<file path="config.mk">
export PLATFORM = sky130hd
export DESIGN_NAME = interlock_unit_flat
export DESIGN_NICKNAME = d
export VERILOG_FILES = /design/src/interlock_diag_pkg.sv /design/src/chain_diag_link_if.sv /design/src/interlock_unit.sv /design/src/flat_wrapper.sv
export SDC_FILE = /design/constraint.sdc
export NUM_CORES = 1
export LEC_CHECK = 0
export BUFFER_PORTS_ARGS = -buffer_cell sky130_fd_sc_hd__buf_2
export CORE_MARGIN = 8
export CORE_UTILIZATION = 32
export CTS_BUF_LIST = sky130_fd_sc_hd__clkbuf_2
export DETAILED_ROUTE_END_ITERATION = 8
export PLACE_DENSITY_LB_ADDON = 0.3
export SETUP_SLACK_MARGIN = 0.15
export SYNTH_ARGS = -nofsm -noshare
export SYNTH_HDL_FRONTEND = slang
export SYNTH_SLANG_ARGS = --single-unit
</file>
<file path="constraint.sdc">
create_clock -name i_ref_clk -period 5.6 [get_ports i_ref_clk]
set_input_delay 0.56 -clock i_ref_clk [delete_from_list [all_inputs] [get_ports i_ref_clk]]
set_output_delay 0.56 -clock i_ref_clk [all_outputs]
set_load 0.02 [all_outputs]
</file>
<file path="src/interlock_diag_pkg.sv">
package interlock_diag_pkg;
  // ==========================================================
  // chain sizing and timing
  localparam int          MAX_UNITS        = 31;
  localparam int          CLK_MHZ          = 125;
  localparam longint      WARN_LIMIT_MIN   = 30;
  localparam longint      WARN_LIMIT_CYC   =
    WARN_LIMIT_MIN * 64'd60 * 64'd1000000 * CLK_MHZ;
  localparam int          RSP_PERIOD_CYC   = 64;
  localparam int          REQ_PERIOD_CYC   = 64;
  localparam int          LINK_TIMEOUT_CYC = 1024;
  localparam int          SYNC_STAGES      = 2;

  // ==========================================================
  // request byte fields
  localparam int          REQ_MAGNET       = 0;
  localparam int          REQ_ERR_RESET    = 7;
  localparam logic [7:0]  REQ_RESET_VAL    = 8'h00;

  // ==========================================================
  // response byte fields
  localparam int          RSP_OUT_ACTIVE   = 0;
  localparam int          RSP_LOCK_POSS    = 1;
  localparam int          RSP_LOCKED       = 2;
  localparam int          RSP_CHAIN_IN     = 4;
  localparam int          RSP_ACT_VALID    = 5;
  localparam int          RSP_WARN         = 6;
  localparam int          RSP_FAULT        = 7;

  // ==========================================================
  // detail byte fields, shared by warning and fault bytes
  localparam int          DET_OUT_A        = 0;
  localparam int          DET_OUT_B        = 1;
  localparam int          DET_CROSS        = 2;
  localparam int          DET_TEMP         = 3;
  localparam int          DET_ACTUATOR     = 4;
  localparam int          DET_INTERNAL     = 5;
  localparam int          DET_COMM         = 6;
  localparam int          DET_HANDLE       = 7;
  localparam logic [7:0]  WARN_MASK        = 8'h4f;
  localparam logic [7:0]  FAULT_MASK       = 8'hbf;
  localparam logic [7:0]  OUT_FAULT_MASK   = 8'h07;

  // ==========================================================
  // gateway register map, avalon byte addresses
  localparam logic [4:0]  OFS_REQUEST      = 5'h00;
  localparam logic [4:0]  OFS_RESPONSE     = 5'h04;
  localparam logic [4:0]  OFS_WARN         = 5'h08;
  localparam logic [4:0]  OFS_FAULT        = 5'h0c;
  localparam logic [4:0]  OFS_IRQ_STATUS   = 5'h10;
  localparam logic [4:0]  OFS_IRQ_MASK     = 5'h14;
  localparam int          IRQ_WARN         = 0;
  localparam int          IRQ_FAULT        = 1;
  localparam int          IRQ_LINK_LOST    = 2;
  localparam logic [2:0]  IRQ_RESET_VAL    = 3'h0;
endpackage : interlock_diag_pkg

</file>
<file path="src/chain_diag_link_if.sv">
`timescale 1ns/1ps
interface chain_diag_link_if;
  logic [7:0] req_data;
  logic       req_valid;
  logic [7:0] rsp_status;
  logic [7:0] rsp_warn;
  logic [7:0] rsp_fault;
  logic       rsp_valid;

  modport unit_end
  (
    input  req_data,
    input  req_valid,
    output rsp_status,
    output rsp_warn,
    output rsp_fault,
    output rsp_valid
  );

  modport gateway_end
  (
    output req_data,
    output req_valid,
    input  rsp_status,
    input  rsp_warn,
    input  rsp_fault,
    input  rsp_valid
  );
endinterface : chain_diag_link_if

</file>
<file path="src/interlock_unit.sv">
// Contract
// - up to 31 units share one chain
// - unit sends response data continuously
// - controller sends one request byte per unit
// - lost link keeps present switching state
// - internal error disables both safety outputs
// - fault clears: cause gone, reset fall/open
// - output faults stay latched until next release
// - warning keeps outputs on, self clears
// - warning held 30 minutes becomes fault; code never escalates the comm warning (FAULT_MASK drops it)
// - request bit0 magnet, bit7 error reset
// - response bits 0..2 outputs, lock possible, locked
// - response bits 4..7 inputs, actuator, warn, error
// - all bits active high
// - detail bytes share one flag layout
// - lock-possible bit follows turret position; code uses it only while unlocked, and door pull-over while locked
// - detail bytes available with response byte
//
// The Avalon-MM slave port and the placing of the registers are this design's own decisions.
`timescale 1ns/1ps
module interlock_unit #(
  parameter longint unsigned WARN_LIMIT_CYC =
    interlock_diag_pkg::WARN_LIMIT_CYC,
  parameter int              LINK_TIMEOUT   =
    interlock_diag_pkg::LINK_TIMEOUT_CYC
) (
  input  wire logic        i_ref_clk,
  input  wire logic        i_rst_n,
  chain_diag_link_if.unit_end link,
  input  wire logic        i_guard_closed,
  input  wire logic        i_locked,
  input  wire logic        i_turret_rest,
  input  wire logic        i_door_pull_over,
  input  wire logic        i_actuator_present,
  input  wire logic        i_actuator_valid,
  input  wire logic        i_actuator_fault,
  input  wire logic        i_chain_in_a,
  input  wire logic        i_chain_in_b,
  input  wire logic        i_out_a_err,
  input  wire logic        i_out_b_err,
  input  wire logic        i_cross_short,
  input  wire logic        i_over_temp,
  input  wire logic        i_internal_err,
  input  wire logic        i_handle_bad,
  output logic             o_magnet,
  output logic             o_safety_out_a,
  output logic             o_safety_out_b
);

  // ==========================================================
  // pin synchronisers
  localparam int NPIN = 15;
  logic [NPIN-1:0] pin_raw;
  logic [NPIN-1:0] sync1_ff;
  logic [NPIN-1:0] sync2_ff;

  assign pin_raw = {i_guard_closed, i_locked, i_turret_rest,
                    i_door_pull_over, i_actuator_present,
                    i_actuator_valid, i_actuator_fault,
                    i_chain_in_a, i_chain_in_b, i_out_a_err,
                    i_out_b_err, i_cross_short, i_over_temp,
                    i_internal_err, i_handle_bad};

  always_ff @(posedge i_ref_clk or negedge i_rst_n)
  begin
    if (!i_rst_n)
    begin
      sync1_ff <= '0;
      sync2_ff <= '0;
    end
    else
    begin
      sync1_ff <= pin_raw;
      sync2_ff <= sync1_ff;
    end
  end

  logic guard_closed, locked, turret_rest, door_pull_over;
  logic act_present, act_valid, act_fault, chain_a, chain_b;
  logic out_a_err, out_b_err, cross_short, over_temp;
  logic internal_err, handle_bad;

  assign {guard_closed, locked, turret_rest, door_pull_over,
          act_present, act_valid, act_fault, chain_a, chain_b,
          out_a_err, out_b_err, cross_short, over_temp,
          internal_err, handle_bad} = sync2_ff;

  // ==========================================================
  // link supervision and request capture
  logic [7:0]  req_ff;
  logic [31:0] idle_cnt_ff;
  logic        link_lost_ff;

  always_ff @(posedge i_ref_clk or negedge i_rst_n)
  begin
    if (!i_rst_n)
      req_ff <= interlock_diag_pkg::REQ_RESET_VAL;
    else if (link.req_valid)
      req_ff <= link.req_data;
  end

  // silence longer than the timeout flags a comm warning
  always_ff @(posedge i_ref_clk or negedge i_rst_n)
  begin
    if (!i_rst_n)
    begin
      idle_cnt_ff  <= '0;
      link_lost_ff <= 1'b0;
    end
    else if (link.req_valid)
    begin
      idle_cnt_ff  <= '0;
      link_lost_ff <= 1'b0;
    end
    else if (idle_cnt_ff == 32'(LINK_TIMEOUT - 1))
      link_lost_ff <= 1'b1;
    else
      idle_cnt_ff  <= idle_cnt_ff + 32'h1;
  end

  // only bit 0 and bit 7 carry meaning, bits 1..6 ignored
  logic rst_prev_ff;
  logic reset_fall;
  logic clear_event;

  always_ff @(posedge i_ref_clk or negedge i_rst_n)
  begin
    if (!i_rst_n)
      rst_prev_ff <= 1'b0;
    else
      rst_prev_ff <= req_ff[interlock_diag_pkg::REQ_ERR_RESET];
  end

  assign reset_fall  = rst_prev_ff &
                       !req_ff[interlock_diag_pkg::REQ_ERR_RESET];
  assign clear_event = reset_fall | !guard_closed;

  // ==========================================================
  // magnet drive
  always_ff @(posedge i_ref_clk or negedge i_rst_n)
  begin
    if (!i_rst_n)
      o_magnet <= 1'b0;
    else if (!link_lost_ff)
      o_magnet <= req_ff[interlock_diag_pkg::REQ_MAGNET];
  end

  // ==========================================================
  // warnings and escalation
  logic [7:0]  warn_cause;
  logic        warn_any;
  logic [63:0] warn_cnt_ff;
  logic        escalate;

  always_comb
  begin
    warn_cause = '0;
    warn_cause[interlock_diag_pkg::DET_OUT_A] = out_a_err;
    warn_cause[interlock_diag_pkg::DET_OUT_B] = out_b_err;
    warn_cause[interlock_diag_pkg::DET_CROSS] = cross_short;
    warn_cause[interlock_diag_pkg::DET_TEMP]  = over_temp;
    warn_cause[interlock_diag_pkg::DET_COMM]  = link_lost_ff;
  end

  assign warn_any = |warn_cause;

  // counter restarts whenever the warning drops, even briefly
  always_ff @(posedge i_ref_clk or negedge i_rst_n)
  begin
    if (!i_rst_n)
      warn_cnt_ff <= '0;
    else if (!warn_any)
      warn_cnt_ff <= '0;
    else if (warn_cnt_ff != WARN_LIMIT_CYC)
      warn_cnt_ff <= warn_cnt_ff + 64'h1;
  end

  assign escalate = warn_any && (warn_cnt_ff == WARN_LIMIT_CYC);

  // ==========================================================
  // fault latching
  logic [7:0] fault_cause;
  logic [7:0] fault_ff;
  logic [7:0] nxt_fault;
  logic       release_evt;
  logic       out_en_ff;

  always_comb
  begin
    fault_cause = '0;
    fault_cause[interlock_diag_pkg::DET_ACTUATOR] = act_fault;
    fault_cause[interlock_diag_pkg::DET_INTERNAL] = internal_err;
    fault_cause[interlock_diag_pkg::DET_HANDLE]   = handle_bad;
    if (escalate)
      fault_cause = fault_cause |
                    (warn_cause & interlock_diag_pkg::FAULT_MASK &
                     interlock_diag_pkg::WARN_MASK);
  end

  // output faults cannot be seen gone while outputs are off
  assign release_evt = clear_event;

  always_comb
  begin
    nxt_fault = fault_ff;
    for (int i = 0; i < 8; i++)
    begin
      if (interlock_diag_pkg::OUT_FAULT_MASK[i])
      begin
        if (release_evt)
          nxt_fault[i] = 1'b0;
      end
      else if (clear_event && !fault_cause[i])
        nxt_fault[i] = 1'b0;
    end
    nxt_fault = (nxt_fault | fault_cause) &
                interlock_diag_pkg::FAULT_MASK;
  end

  always_ff @(posedge i_ref_clk or negedge i_rst_n)
  begin
    if (!i_rst_n)
      fault_ff <= '0;
    else
      fault_ff <= nxt_fault;
  end

  // ==========================================================
  // safety outputs
  logic enable;
  assign enable = guard_closed && locked && chain_a && chain_b &&
                  act_valid && (fault_ff == 8'h00) &&
                  (fault_cause == 8'h00);

  always_ff @(posedge i_ref_clk or negedge i_rst_n)
  begin
    if (!i_rst_n)
      out_en_ff <= 1'b0;
    else
      out_en_ff <= enable;
  end

  assign o_safety_out_a = out_en_ff;
  assign o_safety_out_b = out_en_ff;

  // ==========================================================
  // response assembly and periodic transmit
  logic [7:0] status;
  logic       lock_poss;
  logic [7:0] status_ff;
  logic [7:0] warn_ff;
  logic [7:0] fault_out_ff;
  logic       rsp_valid_ff;
  logic [7:0] tx_cnt_ff;

  // locking needs rest position; unlocking blocked by door pull
  assign lock_poss = guard_closed &&
                     (locked ? !door_pull_over : turret_rest);

  always_comb
  begin
    status = '0;
    // enable is what the outputs hold from the capturing edge on
    status[interlock_diag_pkg::RSP_OUT_ACTIVE] = enable;
    status[interlock_diag_pkg::RSP_LOCK_POSS]  = lock_poss;
    status[interlock_diag_pkg::RSP_LOCKED]     =
      act_present && locked;
    status[interlock_diag_pkg::RSP_CHAIN_IN]   = chain_a && chain_b;
    status[interlock_diag_pkg::RSP_ACT_VALID]  = act_valid;
    status[interlock_diag_pkg::RSP_WARN]       = warn_any;
    status[interlock_diag_pkg::RSP_FAULT]      =
      (fault_ff != 8'h00) && !out_en_ff;
  end

  always_ff @(posedge i_ref_clk or negedge i_rst_n)
  begin
    if (!i_rst_n)
      tx_cnt_ff <= '0;
    else if (tx_cnt_ff ==
             8'(interlock_diag_pkg::RSP_PERIOD_CYC - 1))
      tx_cnt_ff <= '0;
    else
      tx_cnt_ff <= tx_cnt_ff + 8'h1;
  end

  // all three bytes leave together so details match status
  always_ff @(posedge i_ref_clk or negedge i_rst_n)
  begin
    if (!i_rst_n)
    begin
      status_ff    <= '0;
      warn_ff      <= '0;
      fault_out_ff <= '0;
      rsp_valid_ff <= 1'b0;
    end
    else
    begin
      rsp_valid_ff <= (tx_cnt_ff == 8'h00);
      if (tx_cnt_ff == 8'h00)
      begin
        status_ff    <= status;
        warn_ff      <= warn_cause & interlock_diag_pkg::WARN_MASK;
        fault_out_ff <= fault_ff;
      end
    end
  end

  assign link.rsp_status = status_ff;
  assign link.rsp_warn   = warn_ff;
  assign link.rsp_fault  = fault_out_ff;
  assign link.rsp_valid  = rsp_valid_ff;

endmodule : interlock_unit

</file>
<file path="src/flat_wrapper.sv">
// flat-port wrapper written by rule: the top's interface ports become plain ports
module interlock_unit_flat 
#(
  parameter longint unsigned WARN_LIMIT_CYC =
    interlock_diag_pkg::WARN_LIMIT_CYC,
  parameter int              LINK_TIMEOUT   =
    interlock_diag_pkg::LINK_TIMEOUT_CYC
)
  (i_ref_clk, i_rst_n, i_guard_closed, i_locked, i_turret_rest, i_door_pull_over, i_actuator_present, i_actuator_valid, i_actuator_fault, i_chain_in_a, i_chain_in_b, i_out_a_err, i_out_b_err, i_cross_short, i_over_temp, i_internal_err, i_handle_bad, o_magnet, o_safety_out_a, o_safety_out_b, link_req_data, link_req_valid, link_rsp_status, link_rsp_warn, link_rsp_fault, link_rsp_valid);
  chain_diag_link_if link_i ();
  input  wire logic i_ref_clk;
  input  wire logic i_rst_n;
  input  wire logic i_guard_closed;
  input  wire logic i_locked;
  input  wire logic i_turret_rest;
  input  wire logic i_door_pull_over;
  input  wire logic i_actuator_present;
  input  wire logic i_actuator_valid;
  input  wire logic i_actuator_fault;
  input  wire logic i_chain_in_a;
  input  wire logic i_chain_in_b;
  input  wire logic i_out_a_err;
  input  wire logic i_out_b_err;
  input  wire logic i_cross_short;
  input  wire logic i_over_temp;
  input  wire logic i_internal_err;
  input  wire logic i_handle_bad;
  output logic o_magnet;
  output logic o_safety_out_a;
  output logic o_safety_out_b;
  input wire logic [$bits(link_i.req_data)-1:0] link_req_data;
  input wire logic [$bits(link_i.req_valid)-1:0] link_req_valid;
  output wire logic [$bits(link_i.rsp_status)-1:0] link_rsp_status;
  output wire logic [$bits(link_i.rsp_warn)-1:0] link_rsp_warn;
  output wire logic [$bits(link_i.rsp_fault)-1:0] link_rsp_fault;
  output wire logic [$bits(link_i.rsp_valid)-1:0] link_rsp_valid;
  assign link_i.req_data = link_req_data;
  assign link_i.req_valid = link_req_valid;
  assign link_rsp_status = link_i.rsp_status;
  assign link_rsp_warn = link_i.rsp_warn;
  assign link_rsp_fault = link_i.rsp_fault;
  assign link_rsp_valid = link_i.rsp_valid;
  interlock_unit #(.WARN_LIMIT_CYC(WARN_LIMIT_CYC), .LINK_TIMEOUT(LINK_TIMEOUT)) u_core (.i_ref_clk(i_ref_clk), .i_rst_n(i_rst_n), .link(link_i), .i_guard_closed(i_guard_closed), .i_locked(i_locked), .i_turret_rest(i_turret_rest), .i_door_pull_over(i_door_pull_over), .i_actuator_present(i_actuator_present), .i_actuator_valid(i_actuator_valid), .i_actuator_fault(i_actuator_fault), .i_chain_in_a(i_chain_in_a), .i_chain_in_b(i_chain_in_b), .i_out_a_err(i_out_a_err), .i_out_b_err(i_out_b_err), .i_cross_short(i_cross_short), .i_over_temp(i_over_temp), .i_internal_err(i_internal_err), .i_handle_bad(i_handle_bad), .o_magnet(o_magnet), .o_safety_out_a(o_safety_out_a), .o_safety_out_b(o_safety_out_b));
endmodule
</file>
==> flow_summary_export.csv <==
group,metric,value,unit
status,status,"complete, no violations",
synthesis,synth_compound_area_share,8.57,%
final_layout,syn2layout_area_growth,13.4,%
sta,drv_slew,0,
synthesis,netlist_area,7670,sq um
synthesis,synth_cell_types,57,
floorplan,dieArea,29200,sq um
power_and_ir_drop,design_power_total,0.00217,W
synthesis,synth_seq_cells,167,
floorplan,fp.dieW,171,um
final_layout,finalNetCount,849,
drt,dr.pass1.iters,4,
placement,finalWeightedCongestion,0.790,
power_and_ir_drop,power_frac_seq,59.3,%
clock_tree,cts_hold_buffers,18,
drt,viasPerCell,5.07,
placement,dp_cells,1100,
synthesis,syn-mean-instance-area,10.1,sq um
global_route,antenna_found_initial,1,
floorplan,die_y,171,um
critical_path,worstPathArrival,3.41,ns
critical_path,start_kind,"flip-flop",
drt,drc,0,
drt,vias,5832,
synthesis,synthCells,761,
synthesis,ys_seq_area_share,54.5,%
clock_tree,clockBufferDepth,2,
sta,layout_min_cycle_time,2.80,ns
synthesis,synth_top_family_by_area,"simple AND/OR/NAND/NOR gates",
clock_tree,post_cts_buffers,0,
synthesis,yosysWarningCount,0,
clock_tree,clock_latency,0.76,ns
clock_tree,clock-root-buffer,"clkbuf_2",
global_route,track_usage,12.4,%
clock_tree,cts_buffers,17,
critical_path,crit_type,"flip-flop to flip-flop",
sta,worst_pin_slew,0.991,ns
critical_path,reg2reg_depth,5,
power_and_ir_drop,combinationalPowerShare,5.7,%
placement,dpl.hpwl,11300,um
sta,fmax,0.357,GHz
floorplan,core-area,23500,sq um
sta,relSlewSlack,33.4,%
sta,grt_setup_unrepaired,"false",
final_layout,layout_commonest_cell,"dfrtp_1",
global_route,grt_max_degree,74,
drt,drtIter0Drc,380,
clock_tree,htreeDepth,4,
global_route,grt_pass1_vias,5742,
drt,postRouteAntennaNets,0,
synthesis,muxShareOfSynthArea,0.702,%
global_route,overflow,0,
final_layout,fin_cells,1151,
power_and_ir_drop,power.density,250,nW/um^2
floorplan,row_count,56,
critical_path,rr_startpoint,"u_core.warn_cnt_ff[23]$_DFFE_PN0P_",
clock_tree,cts_resized,0,
sta,hold_viol,0,
sta,clock_skew,0.0627,ns
clock_tree,cts_tree,"done",
power_and_ir_drop,p_leak,3.81,nW
final_layout,most-common-layout-cells,"dfrtp_1 (167), nand2_1 (92), nor2_1 (66), buf_2 (41), nand3_1 (39)",
sta,final.period_utilization,50.0,%
power_and_ir_drop,internal_power,0.00149,W
sta,setup_viol,0,
final_layout,drive_gt1_share,12.2,%
clock_tree,cts_sinks,167,
synthesis,synth_xor_area_share,5.82,%
sta,fin_tns_setup,0,ns
power_and_ir_drop,p_clk_share,35.0,%
power_and_ir_drop,ir_drop,0.179,mV
critical_path,crit_fanout,15,
drt,wl,16900,um
floorplan,pin_count,54,
critical_path,r2r_end,"u_core.warn_cnt_ff[1]$_DFFE_PN0P_",
synthesis,synthSimpleGateAreaFrac,27.0,%
placement,port_buffers,42,
min_path,min_path_type,"input port to asynchronous set/reset pin",
critical_path,cp-end-kind,"flip-flop",
critical_path,required,6.21,ns
global_route,grt_pass1_wl,29600,um
power_and_ir_drop,p_switching,0.000684,W
floorplan,initial_core_util,32.7,%
synthesis,synth_fa_ha_area_share,0.816,%
drt,routedWlPerCell,14.7,um
clock_tree,clkTransAtPathRegs,0.32,ns
flow_run,maxCapViolCount,0,
critical_path,r2r_setup_slack,2.80,ns
sta,hold_ws,0.210,ns
power_and_ir_drop,switching_share,31.5,%
final_layout,fin_util,37.1,%
Yosys cell counts (all sizes together):
cell / number / area (sq um)
a21oi: 37 / 193
xnor2: 16 / 140
o311ai: 3 / 26.3
o21ai: 28 / 140
a21boi: 1 / 7.51
and2: 4 / 25.0
nand2b: 2 / 12.5
clkbuf: 20 / 75.1
nor4: 25 / 178
a21o: 4 / 30.0
mux2: 3 / 33.8
inv: 12 / 45.0
o211ai: 9 / 67.6
and3: 21 / 131
nor2b: 2 / 12.5
conb: 1 / 3.75
nand4b: 1 / 8.76
and4: 15 / 131
nand2: 92 / 345
dfrtp: 167 / 4180
nor2: 69 / 264
nor3b: 1 / 7.51
buf: 11 / 73.8
ha: 5 / 62.6
a22o: 4 / 35.0
o31ai: 13 / 97.6
nand4: 37 / 238
or4: 25 / 195
a31o: 2 / 17.5
or3: 22 / 143
or4b: 1 / 10.0
o21a: 1 / 7.51
and4bb: 1 / 12.5
nor4bb: 2 / 20.0
mux2i: 2 / 20.0
nor3: 18 / 95.1
xor2: 35 / 307
o41ai: 2 / 17.5
o2111ai: 1 / 8.76
nor4b: 2 / 17.5
nand3b: 1 / 7.51
or2: 2 / 12.5
o31a: 1 / 8.76
nand3: 40 / 205
stage by stage:
stage	setup WS (ns)	cell area [sq um]
CTS	2.73	8700
global route	2.59	8700
detailed placement	2.75	8200
floorplan	3.35	7680
global placement	2.80	8200
finish	2.80	8700
flip-flops by register name, indices dropped and copies added (netlist names), 2 cells and up:
signal	count
u_core.warn_cnt_ff	64
u_core.idle_cnt_ff	32
u_core.sync1_ff	15
u_core.sync2_ff	15
u_core.tx_cnt_ff	8
u_core.fault_ff	7
u_core.link.rsp_fault	7
u_core.link.rsp_status	7
u_core.link.rsp_warn	5
u_core.req_ff	2
how the worst max path moves through the flow:
| stage | startpoint | end | slack (ns) |
|---|---|---|---|
| global placement | u_core.warn_cnt_ff[22]$_DFFE_PN0P_ | u_core.link.rsp_status[0]$_DFFE_PN0P_ | 2.80 |
| global route | u_core.warn_cnt_ff[23]$_DFFE_PN0P_ | u_core.warn_cnt_ff[1]$_DFFE_PN0P_ | 2.59 |
| finish | u_core.warn_cnt_ff[23]$_DFFE_PN0P_ | u_core.warn_cnt_ff[1]$_DFFE_PN0P_ | 2.80 |
| CTS | u_core.warn_cnt_ff[23]$_DFFE_PN0P_ | u_core.warn_cnt_ff[1]$_DFFE_PN0P_ | 2.73 |
| detailed placement | u_core.warn_cnt_ff[22]$_DFFE_PN0P_ | u_core.link.rsp_status[0]$_DFFE_PN0P_ | 2.75 |
| floorplan | u_core.warn_cnt_ff[22]$_DFFE_PN0P_ | u_core.warn_cnt_ff[1]$_DFFE_PN0P_ | 3.35 |
kinds of logic (layout without fill, tap and decap cells):
| logic type | count (synthesis) | after routing |
|---|---|---|
| simple gates | 383 | 383 |
| fa+ha+maj | 5 | 5 |
| compound gates | 106 | 106 |
| flops | 167 | 167 |
| other cells | 1 | 6 |
| xor+xnor | 51 | 51 |
| mux | 5 | 5 |
| buf+inv | 43 | 109 |
layer usage:
| metal | GRT usage, % | routed length, um |
|---|---|---|
| met1 | 17.2 | 8430 |
| met2 | 19.5 | 7850 |
| met3 | 2.79 | 460 |
| met4 | 2.94 | 199 |
| met5 | 0 | 0 |
power by group through the flow:
stage,clock network [W],logic [W],registers (W)
5_1_grt,0.000844,0.000146,0.00130
3_5_place_dp,0,0.000116,0.00131
3_3_place_gp,0,0.000114,0.00130
2_1_floorplan,0,0.0000667,0.00130
4_1_cts,0.000798,0.000127,0.00129
6_report,0.000761,0.000124,0.00129
worst max-delay path, cell delays in order, from the launching register on:
cell and delay (ns):
dfrtp_1 0.50, or4_1 0.51, or4_4 0.56, nor4_4 0.74, mux2i_1 0.32, nor2_2 0.04
cell type report:
| class | count | area [sq um] |
|---|---|---|
| flip-flops and latches | 167 | 4180 |
| clock inverters | 15 | 229 |
| fillers | 2379 | 14800 |
| well taps | 319 | 399 |
| diodes | 1 | 2.50 |
| inverters | 12 | 45.0 |
| multi-input cells | 555 | 3320 |
| repair buffers | 65 | 434 |
| clock buffers | 17 | 85.1 |
Note: power is estimated with default switching activity, not from simulation.
